**config.mk**
```make
export PLATFORM = sky130hd
export DESIGN_NAME = bfp_fault_top
export DESIGN_NICKNAME = d
export VERILOG_FILES = /design/src/verilog/bfp_pkg.sv /design/src/verilog/bfp_fault_top.sv /design/src/verilog/bfp_leb_timer.sv
export SDC_FILE = /design/constraint.sdc
export NUM_CORES = 1
export LEC_CHECK = 0
export ABC_AREA = 1
export BUFFER_PORTS_ARGS = -buffer_cell sky130_fd_sc_hd__buf_4
export CAP_MARGIN = 0
export CORE_ASPECT_RATIO = 1.5
export CORE_UTILIZATION = 49
export CTS_CLUSTER_SIZE = 20
export DETAILED_ROUTE_END_ITERATION = 10
export PLACE_DENSITY_LB_ADDON = 0.1
export SYNTH_ARGS = -nofsm -noshare
export SYNTH_HDL_FRONTEND = slang
export SYNTH_SLANG_ARGS = --single-unit
```
**constraint.sdc**
```tcl
create_clock -name pclk -period 1.3 [get_ports pclk]
set_input_delay 0.065 -clock pclk [delete_from_list [all_inputs] [get_ports pclk]]
set_output_delay 0.065 -clock pclk [all_outputs]
set_load 0.02 [all_outputs]
```
**src/verilog/bfp_pkg.sv**
```systemverilog
// package: register map, field layouts and timing for the buck fault protection block
package bfp_pkg;

  localparam int          APB_AW        = 8;
  localparam int          SENSE_W       = 8;
  localparam int          ADDR_W        = 7;

  localparam logic [7:0]  ADDR_VIN_LVL  = 8'h00;
  localparam logic [7:0]  ADDR_OC_CTRL  = 8'h04;
  localparam logic [7:0]  ADDR_ABE      = 8'h08;
  localparam logic [7:0]  ADDR_UV_THR   = 8'h0C;
  localparam logic [7:0]  ADDR_OV_THR   = 8'h10;
  localparam logic [7:0]  ADDR_FLAGS    = 8'h14;
  localparam logic [7:0]  ADDR_DRV_OPT  = 8'h18;
  localparam logic [7:0]  ADDR_DRV_TEST = 8'h1C;
  localparam logic [7:0]  ADDR_BUS_ADDR = 8'h20;
  localparam logic [7:0]  ADDR_ALERT    = 8'h24;
  localparam logic [7:0]  ADDR_IRQ_CTRL = 8'h28;
  localparam logic [7:0]  ADDR_STATUS   = 8'h2C;

  // input undervoltage level: bit 8 enable, bits 7:0 level
  typedef struct packed {
    logic               en;
    logic [SENSE_W-1:0] level;
  } bfp_vin_lvl_t;

  // overcurrent control: bit 10 enable, bits 9:8 blanking select, bits 7:0 threshold
  typedef struct packed {
    logic               en;
    logic [1:0]         leb;
    logic [SENSE_W-1:0] thr;
  } bfp_oc_ctrl_t;

  typedef struct packed {
    logic ov_en;
    logic uv_en;
  } bfp_abe_t;

  typedef struct packed {
    logic ot;
    logic ov;
    logic uv;
    logic oc;
    logic vin;
  } bfp_flags_t;

  typedef struct packed {
    logic pull_up;
    logic ov_trip;
    logic uv_trip;
  } bfp_drv_opt_t;

  typedef struct packed {
    logic lo_dis;
    logic hi_dis;
    logic drv_dis;
  } bfp_drv_test_t;

  typedef struct packed {
    logic       global_irq_enable;
    bfp_flags_t en;
  } bfp_irq_ctrl_t;

  localparam logic [SENSE_W-1:0] LVL_RST      = 8'h00;
  localparam logic [ADDR_W-1:0]  BUS_ADDR_RST = 7'h00;
  localparam logic [ADDR_W-1:0]  ALERT_RST    = 7'h0C;

  // leading-edge blanking lengths per select code
  localparam int CLK_NS    = 8;
  localparam int LEB_NS_0  = 40;
  localparam int LEB_NS_1  = 80;
  localparam int LEB_NS_2  = 120;
  localparam int LEB_NS_3  = 160;
  localparam int LEB_CW    = 5;
  localparam logic [LEB_CW-1:0] LEB_CYC_0 = LEB_CW'((LEB_NS_0 + CLK_NS - 1) / CLK_NS);
  localparam logic [LEB_CW-1:0] LEB_CYC_1 = LEB_CW'((LEB_NS_1 + CLK_NS - 1) / CLK_NS);
  localparam logic [LEB_CW-1:0] LEB_CYC_2 = LEB_CW'((LEB_NS_2 + CLK_NS - 1) / CLK_NS);
  localparam logic [LEB_CW-1:0] LEB_CYC_3 = LEB_CW'((LEB_NS_3 + CLK_NS - 1) / CLK_NS);

endpackage
```
**src/verilog/bfp_fault_top.sv**
```systemverilog
// top: fault detection, gate drive forcing and APB registers of the buck controller
//
// Notes on behaviour
// RL1 - input undervoltage flag set below level
// RL2 - input undervoltage flag self-clears above level
// RL3 - firmware enables input undervoltage comparison first
// RL4 - flags set regardless of interrupt enables
// RL5 - overcurrent compared only while high side conducts; code uses pwm_high_in, also comparing while the high gate is forced low
// RL6 - overcurrent blanked after turn-on, two-bit length
// RL7 - firmware sets overcurrent enable for detection
// RL8 - output undervoltage flag when enabled and below
// RL9 - firmware clears output undervoltage flag
// RL10 - undervoltage trip holds both gates low
// RL11 - output overvoltage flag when enabled and above
// RL12 - firmware clears output overvoltage flag
// RL13 - overvoltage trip holds both gates low
// RL14 - hardware overtemperature shutdown, no firmware needed
// RL15 - code protection blocks external program access
// RL16 - bus address from primary address register
// RL17 - second 7-bit alert address register
// RL18 - firmware advised to stop switching on undervoltage
// RL19 - global disable forces gates low, phase floats
// RL20 - per-side disable forces that gate low
// RL21 - gates are pwm ANDed with no forcing
`timescale 1ns/1ps
module bfp_fault_top
  import bfp_pkg::*;
(
  input  wire logic               pclk,
  input  wire logic               presetn,
  input  wire logic [APB_AW-1:0]  paddr,
  input  wire logic               psel,
  input  wire logic               penable,
  input  wire logic               pwrite,
  input  wire logic [31:0]        pwdata,
  output logic      [31:0]        prdata,
  output logic                    pready,
  output logic                    pslverr,
  input  wire logic [SENSE_W-1:0] vin_code,
  input  wire logic [SENSE_W-1:0] vout_code,
  input  wire logic [SENSE_W-1:0] hs_vds_code,
  input  wire logic               pwm_high_in,
  input  wire logic               pwm_low_in,
  input  wire logic               over_temp_in,
  input  wire logic               code_protect_bit,
  input  wire logic               ext_prog_rd_req,
  input  wire logic               ext_prog_wr_req,
  output logic                    high_gate_out,
  output logic                    low_gate_out,
  output logic                    phase_float,
  output logic                    pull_up_setting,
  output logic                    thermal_shutdown,
  output logic                    prog_rd_en,
  output logic                    prog_wr_en,
  output logic      [ADDR_W-1:0]  primary_bus_address,
  output logic      [ADDR_W-1:0]  alert_address
);

  // register state
  bfp_vin_lvl_t      vin_lvl_r;
  bfp_vin_lvl_t      vin_lvl_nxt;
  bfp_oc_ctrl_t      oc_ctrl_r;
  bfp_oc_ctrl_t      oc_ctrl_nxt;
  bfp_abe_t          abe_r;
  bfp_abe_t          abe_nxt;
  logic [SENSE_W-1:0] uv_thr_r;
  logic [SENSE_W-1:0] uv_thr_nxt;
  logic [SENSE_W-1:0] ov_thr_r;
  logic [SENSE_W-1:0] ov_thr_nxt;
  bfp_flags_t        flags_r;
  bfp_flags_t        flags_nxt;
  bfp_drv_opt_t      drv_opt_r;
  bfp_drv_opt_t      drv_opt_nxt;
  bfp_drv_test_t     drv_test_r;
  bfp_drv_test_t     drv_test_nxt;
  bfp_irq_ctrl_t     irq_ctrl_r;
  bfp_irq_ctrl_t     irq_ctrl_nxt;
  logic [ADDR_W-1:0] bus_addr_r;
  logic [ADDR_W-1:0] bus_addr_nxt;
  logic [ADDR_W-1:0] alert_addr_r;
  logic [ADDR_W-1:0] alert_addr_nxt;

  // apb answer
  logic [31:0]       prdata_r;
  logic [31:0]       prdata_nxt;
  logic              pready_r;
  logic              pready_nxt;
  logic              pslverr_r;
  logic              pslverr_nxt;

  // pin synchronisers: stage 1 is read only by stage 2
  // over temp and program requests arrive with no clock relation
  logic [2:0]        sync1_r;
  logic [2:0]        sync2_r;
  logic [2:0]        pin_raw;

  // gate and access outputs
  logic              high_gate_r;
  logic              high_gate_nxt;
  logic              low_gate_r;
  logic              low_gate_nxt;
  logic              phase_float_r;
  logic              phase_float_nxt;
  logic              tsd_r;
  logic              tsd_nxt;
  logic              prog_rd_r;
  logic              prog_rd_nxt;
  logic              prog_wr_r;
  logic              prog_wr_nxt;
  logic              cp_r;
  logic              cp_nxt;

  logic              setup;
  logic              access;
  logic              wr;
  logic              hit;
  logic [31:0]       rd_val;
  bfp_flags_t        w1c;
  bfp_flags_t        set;
  bfp_flags_t        live;
  logic              oc_sample_ok;
  logic              force_low;
  logic              hot;

  assign pin_raw = {ext_prog_wr_req, ext_prog_rd_req, over_temp_in};

  always_ff @(posedge pclk or negedge presetn) begin
    if (!presetn) begin
      sync1_r <= '0;
      sync2_r <= '0;
    end else begin
      sync1_r <= pin_raw;
      sync2_r <= sync1_r;
    end
  end

  assign hot = sync2_r[0];

  bfp_leb_timer u_leb (
    .pclk      (pclk),
    .presetn   (presetn),
    .hs_on     (pwm_high_in),
    .leb_sel   (oc_ctrl_r.leb),
    .sample_ok (oc_sample_ok)
  );

  // apb slave: zero-wait, answer registered in the setup cycle and seen in the first access cycle
  // status reads live comparators, flags read the registered copy, sticky except vin
  always_comb begin
    setup       = psel & ~penable;
    access      = psel & penable & pready_r;
    wr          = access & pwrite;
    hit         = 1'b1;
    rd_val      = 32'h0000_0000;
    case (paddr)
      ADDR_VIN_LVL:  rd_val = 32'(vin_lvl_r);
      ADDR_OC_CTRL:  rd_val = 32'(oc_ctrl_r);
      ADDR_ABE:      rd_val = 32'(abe_r);
      ADDR_UV_THR:   rd_val = 32'(uv_thr_r);
      ADDR_OV_THR:   rd_val = 32'(ov_thr_r);
      ADDR_FLAGS:    rd_val = 32'(flags_r);
      ADDR_DRV_OPT:  rd_val = 32'(drv_opt_r);
      ADDR_DRV_TEST: rd_val = 32'(drv_test_r);
      ADDR_BUS_ADDR: rd_val = 32'(bus_addr_r);
      ADDR_ALERT:    rd_val = 32'(alert_addr_r);
      ADDR_IRQ_CTRL: rd_val = 32'(irq_ctrl_r);
      ADDR_STATUS:   rd_val = 32'(live);
      default:       hit    = 1'b0;
    endcase
    pready_nxt  = setup;
    prdata_nxt  = (setup & ~pwrite) ? rd_val : 32'h0000_0000;
    pslverr_nxt = setup & ~hit;
  end

  // software writes
  // a write lands only in the access cycle, never at setup
  always_comb begin
    vin_lvl_nxt    = vin_lvl_r;
    oc_ctrl_nxt    = oc_ctrl_r;
    abe_nxt        = abe_r;
    uv_thr_nxt     = uv_thr_r;
    ov_thr_nxt     = ov_thr_r;
    drv_opt_nxt    = drv_opt_r;
    drv_test_nxt   = drv_test_r;
    irq_ctrl_nxt   = irq_ctrl_r;
    bus_addr_nxt   = bus_addr_r;
    alert_addr_nxt = alert_addr_r;
    w1c            = '0;
    if (wr) begin
      case (paddr)
        ADDR_VIN_LVL:  vin_lvl_nxt    = pwdata[$bits(bfp_vin_lvl_t)-1:0];
        ADDR_OC_CTRL:  oc_ctrl_nxt    = pwdata[$bits(bfp_oc_ctrl_t)-1:0];
        ADDR_ABE:      abe_nxt        = pwdata[$bits(bfp_abe_t)-1:0];
        ADDR_UV_THR:   uv_thr_nxt     = pwdata[SENSE_W-1:0];
        ADDR_OV_THR:   ov_thr_nxt     = pwdata[SENSE_W-1:0];
        ADDR_FLAGS:    w1c            = pwdata[$bits(bfp_flags_t)-1:0];
        ADDR_DRV_OPT:  drv_opt_nxt    = pwdata[$bits(bfp_drv_opt_t)-1:0];
        ADDR_DRV_TEST: drv_test_nxt   = pwdata[$bits(bfp_drv_test_t)-1:0];
        ADDR_BUS_ADDR: bus_addr_nxt   = pwdata[ADDR_W-1:0]; // see RL16
        ADDR_ALERT:    alert_addr_nxt = pwdata[ADDR_W-1:0]; // see RL17
        ADDR_IRQ_CTRL: irq_ctrl_nxt   = pwdata[$bits(bfp_irq_ctrl_t)-1:0];
        default:       w1c            = '0;
      endcase
    end
  end

  // comparators stay idle until firmware sets each enable bit
  // oc flags only; firmware decides whether to stop switching
  // fault detection; enables in irq_ctrl never gate a flag
  always_comb begin
    live.vin = vin_lvl_r.en & (vin_code < vin_lvl_r.level); // see RL1
    live.oc  = oc_ctrl_r.en & oc_sample_ok & (hs_vds_code > oc_ctrl_r.thr); // see RL5
    live.uv  = abe_r.uv_en & (vout_code < uv_thr_r); // see RL8
    live.ov  = abe_r.ov_en & (vout_code > ov_thr_r); // see RL11
    live.ot  = hot; // see RL14
    set      = live; // see RL4
    flags_nxt     = (flags_r & ~w1c) | set; // set wins over a same-cycle clear
    flags_nxt.vin = live.vin; // see RL2
  end

  // gate drive forcing; one cycle of register latency from pwm to pin
  // hot is the synced level, so a blip shorter than a clock may slip by
  always_comb begin
    force_low = drv_test_r.drv_dis // see RL19
              | hot // see RL14
              | (drv_opt_r.uv_trip & flags_r.uv) // see RL10
              | (drv_opt_r.ov_trip & flags_r.ov); // see RL13
    high_gate_nxt   = pwm_high_in & ~force_low & ~drv_test_r.hi_dis; // see RL21 RL20
    low_gate_nxt    = pwm_low_in & ~force_low & ~drv_test_r.lo_dis; // see RL21 RL20
    phase_float_nxt = drv_test_r.drv_dis; // see RL19
    tsd_nxt         = hot;
    cp_nxt          = code_protect_bit;
    // strap taken through a register, never into the reset value
    prog_rd_nxt     = sync2_r[1] & ~cp_r; // see RL15
    prog_wr_nxt     = sync2_r[2] & ~cp_r; // see RL15
  end

  // reset leaves every gate low and code protection engaged
  always_ff @(posedge pclk or negedge presetn) begin
    if (!presetn) begin
      vin_lvl_r     <= '{en: 1'b0, level: LVL_RST};
      oc_ctrl_r     <= '{en: 1'b0, leb: 2'h0, thr: LVL_RST};
      abe_r         <= '0;
      uv_thr_r      <= LVL_RST;
      ov_thr_r      <= LVL_RST;
      flags_r       <= '0;
      drv_opt_r     <= '0;
      drv_test_r    <= '0;
      irq_ctrl_r    <= '0;
      bus_addr_r    <= BUS_ADDR_RST;
      alert_addr_r  <= ALERT_RST;
      prdata_r      <= 32'h0000_0000;
      pready_r      <= 1'b0;
      pslverr_r     <= 1'b0;
      high_gate_r   <= 1'b0;
      low_gate_r    <= 1'b0;
      phase_float_r <= 1'b0;
      tsd_r         <= 1'b0;
      prog_rd_r     <= 1'b0;
      prog_wr_r     <= 1'b0;
      cp_r          <= 1'b1;
    end else begin
      vin_lvl_r     <= vin_lvl_nxt;
      oc_ctrl_r     <= oc_ctrl_nxt;
      abe_r         <= abe_nxt;
      uv_thr_r      <= uv_thr_nxt;
      ov_thr_r      <= ov_thr_nxt;
      flags_r       <= flags_nxt;
      drv_opt_r     <= drv_opt_nxt;
      drv_test_r    <= drv_test_nxt;
      irq_ctrl_r    <= irq_ctrl_nxt;
      bus_addr_r    <= bus_addr_nxt;
      alert_addr_r  <= alert_addr_nxt;
      prdata_r      <= prdata_nxt;
      pready_r      <= pready_nxt;
      pslverr_r     <= pslverr_nxt;
      high_gate_r   <= high_gate_nxt;
      low_gate_r    <= low_gate_nxt;
      phase_float_r <= phase_float_nxt;
      tsd_r         <= tsd_nxt;
      prog_rd_r     <= prog_rd_nxt;
      prog_wr_r     <= prog_wr_nxt;
      cp_r          <= cp_nxt;
    end
  end

  // every output is a flop, so no glitch reaches a gate pin
  assign prdata              = prdata_r;
  assign pready              = pready_r;
  assign pslverr             = pslverr_r;
  assign high_gate_out       = high_gate_r;
  assign low_gate_out        = low_gate_r;
  assign phase_float         = phase_float_r;
  assign pull_up_setting     = drv_opt_r.pull_up;
  assign thermal_shutdown    = tsd_r;
  assign prog_rd_en          = prog_rd_r;
  assign prog_wr_en          = prog_wr_r;
  assign primary_bus_address = bus_addr_r;
  assign alert_address       = alert_addr_r;

endmodule // bfp_fault_top

```
**src/verilog/bfp_leb_timer.sv**
```systemverilog
// leading-edge blanking timer for the high-side overcurrent sample window
`timescale 1ns/1ps
module bfp_leb_timer
  import bfp_pkg::*;
(
  input  wire logic       pclk,
  input  wire logic       presetn,
  input  wire logic       hs_on,
  input  wire logic [1:0] leb_sel,
  output logic            sample_ok
);

  logic              hs_on_r;
  logic              hs_on_nxt;
  logic [LEB_CW-1:0] cnt_r;
  logic [LEB_CW-1:0] cnt_nxt;
  logic [LEB_CW-1:0] load_val;
  logic              rise;

  always_comb begin
    case (leb_sel)
      2'h0:    load_val = LEB_CYC_0;
      2'h1:    load_val = LEB_CYC_1;
      2'h2:    load_val = LEB_CYC_2;
      default: load_val = LEB_CYC_3;
    endcase
    rise      = hs_on & ~hs_on_r;
    hs_on_nxt = hs_on;
    cnt_nxt   = cnt_r;
    if (rise) begin
      cnt_nxt = load_val; // see RL6
    end else if (!hs_on) begin
      cnt_nxt = '0;
    end else if (cnt_r != '0) begin
      cnt_nxt = cnt_r - LEB_CW'(1);
    end
    // blanked on the turn-on edge and until the count runs out
    sample_ok = hs_on & ~rise & (cnt_r == '0); // see RL6
  end

  always_ff @(posedge pclk or negedge presetn) begin
    if (!presetn) begin
      hs_on_r <= 1'b0;
      cnt_r   <= '0;
    end else begin
      hs_on_r <= hs_on_nxt;
      cnt_r   <= cnt_nxt;
    end
  end

endmodule // bfp_leb_timer

```
# After elaboration in Yosys (flattened, before gate mapping)
# Index checks and enable logic that the tools add are counted.
[word_totals] ff_bits=122 in_bits=75 word_cells=122
[classes] addsub=1 magnitude_cmp=4 eq_ne=14 mux=9 bitwise_logic=37 n_reduce_logical=15
[op_table] cell="$pmux 11 s12" count=1
[op_table] cell="$eq 8x5->1 const B" count=4
[op_table] cell="$eq 8x6->1 const B" count=4
[op_table] cell="$mux 32" count=1
[op_table] cell="$mux 5" count=5
[op_table] cell="$and 1x1->1" count=22
[op_table] cell="$reduce_and 2->1" count=10
[op_table] cell="$eq 8x4->1 const B" count=2
[op_table] cell="$gt 8x8->1" count=2
[op_table] cell="$lt 8x8->1" count=2
[op_table] cell="$pmux 5 s3" count=1
[op_table] cell="$reduce_or 12->1" count=1
[op_table] cell="$not 1->1" count=9
[op_table] cell="$eq 8x3->1 const B" count=1
[op_table] cell="$logic_not 8->1" count=1
[op_table] cell="$and 5x5->5" count=1
[op_table] cell="$logic_not 5->1" count=1
[op_table] cell="$not 5->5" count=1
[op_table] cell="$or 5x5->5" count=1
[op_table] cell="$reduce_bool 5->1" count=1
[op_table] cell="$sub 5x1->5 const B" count=1
[op_table] cell="$ne 3x1->1 const B" count=1
[op_table] cell="$or 1x1->1" count=3
[op_table] cell="$eq 2x1->1 const B" count=1
[op_table] cell="other kinds (3)" count=3

# Depth between registers and ports, before layout
[depth] ltp_word=9 depth_mapped=13

# Cells and area by module
# A second synthesis with hierarchy kept.
[hier_totals] cells_unflattened=672 area_unflattened_um2=5624.1
[modules_own_cells] mod="bfp_fault_top" instances=1 cells_each=622 area_per_inst_um2=5213.8 seq_area_each_um2=2381.0
[modules_own_cells] mod="bfp_leb_timer" instances=1 cells_each=50 area_per_inst_um2=410.4 seq_area_each_um2=150.1

# Worst setup path after synthesis
# No wires, ideal clock.
[synth_path] kind="register -> register" from="register pready_r, in the netlist pready" to="register oc_ctrl_r[1] (netlist name)" setup_time_ns=0.140 arrival_ns=1.212 required_ns=1.160 slack_ns=-0.052 path_stages_with_launch=8 path_buffers=2 cell_sequence="dfrtp_1 nand3_1 nor2_2 buf_4 nand2_1 buf_2 nand2_1 o21ai_0"
[synth_via] elab_chain_cells=3
[synth_lines] item="from (decl)" line_no="bfp_fault_top.sv:86" rtl="logic pready_r;"
[synth_lines] item="from (signal assigned)" line_no="bfp_fault_top.sv:275" rtl="pready_r <= pready_nxt;"
[synth_lines] item="$and 1x1->1" line_no="bfp_fault_top.sv:151" rtl="access = psel & penable & pready_r;"
[synth_lines] item="$and 1x1->1" line_no="bfp_fault_top.sv:152" rtl="wr = access & pwrite;"
[synth_lines] item="$reduce_and 2->1 (no line)"
[synth_lines] item="to (signal assigned)" line_no="bfp_fault_top.sv:242" rtl="oc_ctrl_r <= '{en: 1'b0, leb: 2'h0, thr: LVL_RST};"
[synth_lines] item="to (signal assigned)" line_no="bfp_fault_top.sv:264" rtl="oc_ctrl_r <= oc_ctrl_nxt;"
[synth_lines] item="to (decl)" line_no="bfp_fault_top.sv:62" rtl="bfp_oc_ctrl_t oc_ctrl_r;"
# Every way passes these cells.
# A chain may end at the register's enable or synchronous reset.

# Worst setup path in the final report
[layout_path] from="register ov_thr_r[6]" to="register prdata_r[3], in the netlist prdata[3]"
[layout_via] elab_chain_cells=4
[layout_lines] item="from (decl)" line_no="bfp_fault_top.sv:68" rtl="logic [SENSE_W-1:0] ov_thr_r;"
[layout_lines] item="from (signal assigned)" line_no="bfp_fault_top.sv:267" rtl="ov_thr_r <= ov_thr_nxt;"
[layout_lines] item="$gt 8x8->1" line_no="bfp_fault_top.sv:214" rtl="live.ov = abe_r.ov_en & (vout_code > ov_thr_r);"
[layout_lines] item="$and 1x1->1" line_no="bfp_fault_top.sv:214"
[layout_lines] item="$pmux 11 s12" line_no="bfp_fault_top.sv:155" rtl="case (paddr)"
[layout_lines] item="$mux 32" line_no="bfp_fault_top.sv:171" rtl="prdata_nxt = (setup & ~pwrite) ? rd_val : 32'h0000_0000;"
[layout_lines] item="named net prdata_nxt[3]" line_no="bfp_fault_top.sv:85" rtl="logic [31:0] prdata_nxt;"
[layout_lines] item="to (signal assigned)" line_no="bfp_fault_top.sv:274" rtl="prdata_r <= prdata_nxt;"
[layout_lines] item="to (decl)" line_no="bfp_fault_top.sv:84" rtl="logic [31:0] prdata_r;"
# The timed path passes the listed nets, and every way through them passes these cells.

==> results_dict.tcl <==
set metrics [dict create \
    status "finished with violations" \
    violations "negative setup slack" \
    die_h_um 134 \
    reg2reg_slack_ps -200 \
    switchingPower_uw 1920 \
    cts-root-buf "clkbuf_16" \
    clk_latency_ps 360 \
    end_kind "flop" \
    layout_setup_ws_ps -204 \
    core_um2 11200 \
    vias 5280 \
    numCtsBuffers 9 \
    path_cells "inv_1 -> ha_1 -> nand2_2 -> nor2_2 -> a21boi_1 -> nand2_2 -> nor2_1 -> nor2_1 -> nor2_1" \
    htreeDepth 3 \
    cp_num_buf_inv 1 \
    p_seq_share_pct 45.8 \
    antenna_left 0 \
    worst_slew_pin_slew_ps 551 \
    syn-cell-area_um2 5680 \
    worst-setup-path-type "reg -> reg" \
    cp-start-kind "flop" \
    grt_overflow 0 \
    slew_viol_final 0 \
    rsz0062_at_grt "yes" \
    cp_slowest_cell "dfrtp_1" \
    cts_tree "yes" \
    pwr-share-comb_pct 14.0 \
    cpMostUsedCell "nor2_1" \
    grt_pass1_wl_mm 25.4 \
    placed_cell_area_um2 6840 \
    hpwl_mm 12.1 \
    relSlewSlack_pct 63.2 \
    worstPathArrival_ps 1790 \
    synth_edf_count 0 \
    numPortBuffers 87 \
    finalCritPeriodShare_pct 116 \
    min_to "oc_ctrl_r[8]" \
    vdd_drop_max_mv 0.594 \
    swShare_pct 27.2 \
    antenna_found_initial 0 \
    dieArea_um2 12000 \
    cap_violations 0 \
    min-delay-path-class "in -> reg" \
    cp_slowest_stage_delay_ps 380 \
    syn_avg_cell_area_um2 8.20 \
    critPathTopFamily "simple AND/OR/NAND/NOR gates" \
    ys_seq_area_share_pct 44.5 \
    viasPerCell 5.14 \
    rows 47 \
    layout_min_cycle_time_ps 1500 \
    grtUsageTotal_pct 27.7 \
    die_w_um 89.9 \
    p_clk_share_pct 40.3 \
    hold_viol 0 \
    drtIter0Drc 254 \
    initial_utilization_pct 50.9 \
    skew_ps 11.7 \
    hold_start "pwdata[8]" \
    fin_total_pwr_uw 7070 \
    ios 130 \
    power.density_nw_per_um2 860 \
    antenna_cells 0 \
    finalSetupViolCount 36 \
    grt_max_degree 45 \
    drive_gt1_share_pct 42.5 \
    critPathMaxFanout 2 \
    fin_area_um2 8220 \
    synth_ff_type "dfrtp_1" \
    r2r_cells 9 \
    gp_congestion 0.911 \
    required_ps 1580 \
    async_flop_share_pct 100 \
    power_leakage_uw 0.00400 \
    clk_pin_slew_ps 70 \
    ys_seq_elements 101 \
    cellInternalPower_uw 5150 \
    area_growth_pct 44.6 \
    routed_wl_mm 17.6 \
    clockBufferDepth 2 \
    wl_per_cell_um 17.2 \
    synth_cell_types 37 \
    yosysWarningCount 0 \
    fmaxAchievable_mhz 665 \
    grt_pass1_vias 5058 \
    holdPathStages 3 \
    setup_tns_ps -1370 \
    cts_sinks 101 \
    rr_startpoint "ov_thr_r[6]" \
    drc 0 \
    firstDrtPassIters 5 \
    netlist_instances 693 \
    fin_nets 987 \
    finish.utilization_pct 73.5 \
    reg2reg_to "prdata[3]" \
]
## metal layers
metal / wire (um) / global-route usage, % / part of all wire, % / up-vias
met3: 535 / 3.57 / 3.0 / 33
met1: 6850 / 31.0 / 39 / 2568
met2: 9720 / 52.7 / 55 / 140
met4: 537 / 11.6 / 3.0 / 0
li1: - / - / - / 2539
met5: 0 / 0 / 0 / -
## cell usage in the layout (no fill, tap or decap), drive strengths merged, types with 8 or more instances in the layout
master,n
clkbuf,10
buf,171
nand3,44
inv,92
conb,21
nand2,194
dfrtp,98
a21oi,19
nor2,80
o21ai,76
nor3,8
dlygate4sd3,10
ha,36
## sequential cells by signal, summed over array words and instances (netlist names), 6 cells and up
name and count:
irq_ctrl_r 6, oc_ctrl_r 11, uv_thr_r 8, alert_address 7, prdata 11, ov_thr_r 8, primary_bus_address 7, vin_lvl_r 9
## kinds of logic after synthesis
kind of cell	Yosys count	share of synthesized area, %
AOI/OAI and AO/OA	102	10.5
adders and majority gates	36	7.93
buffers and inverters	124	10.9
DFF	101	44.5
muxes	1	0.198
other	1	0.0660
and+or+nand+nor	328	25.8
## worst min-delay path, stage by stage
cell and delay, ps:
buf_4 70, inv_1 60, o21ai_1 120
## cells in the mapped netlist (8+ instances only)
cell type	n	share of area, %
nor2_1	66	4.4
buf_6	9	1.8
nand2_2	12	1.3
a21oi_1	19	1.7
ha_1	36	7.9
inv_1	83	5.5
nor2_4	8	1.6
buf_4	22	2.9
o21ai_0	34	3.0
o21ai_2	19	2.9
nand2_1	174	11
nand3_1	42	3.7
dfrtp_1	98	43
o21ai_1	23	2.0
## metrics by stage
| step | hold slack (ps) | std cells | setup slack [ps] |
|---|---|---|---|
| CTS | 27.3 | 1011 | -124 |
| finish | 10.6 | 1028 | -204 |
| global placement | -39.2 | 972 | -109 |
| detailed placement | -38.2 | 972 | -185 |
| floorplan | -231 | 713 | -8.31 |
| global route | 16.3 | 1028 | -256 |
## cell type report
cell class | instances | area, um^2
repair buffers | 183 | 1550
clock inverters | 7 | 81.3
multi-input cells | 492 | 3300
clock buffers | 9 | 225
flip-flops and latches | 101 | 2530
fillers | 860 | 2960
well taps | 147 | 184
inverters | 89 | 339
## what timing repair did
action | 4_1_cts | 5_1_grt
gates cloned | 0 | 5
hold endpoints to repair | 109 | 0
setup endpoints to repair | 43 | 56
pin swaps | 29 | 29
buffers inserted | 12 | 15
resized for setup | 49 | 129
hold buffers | 11 | 0
## worst max-delay path by stage
stage	endpoint	from	slack, ps	cells after the start
4_1_cts	prdata[0]	vin_lvl_r[7]	-120	9
3_5_place_dp	prdata[0]	vin_lvl_r[7]	-180	9
2_1_floorplan	prdata[1]	oc_ctrl_r[3]	-8	10
5_1_grt	prdata[3]	ov_thr_r[6]	-260	10
3_3_place_gp	prdata[1]	oc_ctrl_r[3]	-110	10
6_report	prdata[3]	ov_thr_r[6]	-200	9
## power groups by stage
stage	Clock, uW	Sequential [uW]	Combinational, uW
detailed placement	0	3290	739
floorplan	0	3290	382
finish	2850	3230	987
CTS	2840	3230	850
global placement	0	3280	716
global route	2960	3240	1070
(Power assumes the default switching activity.)
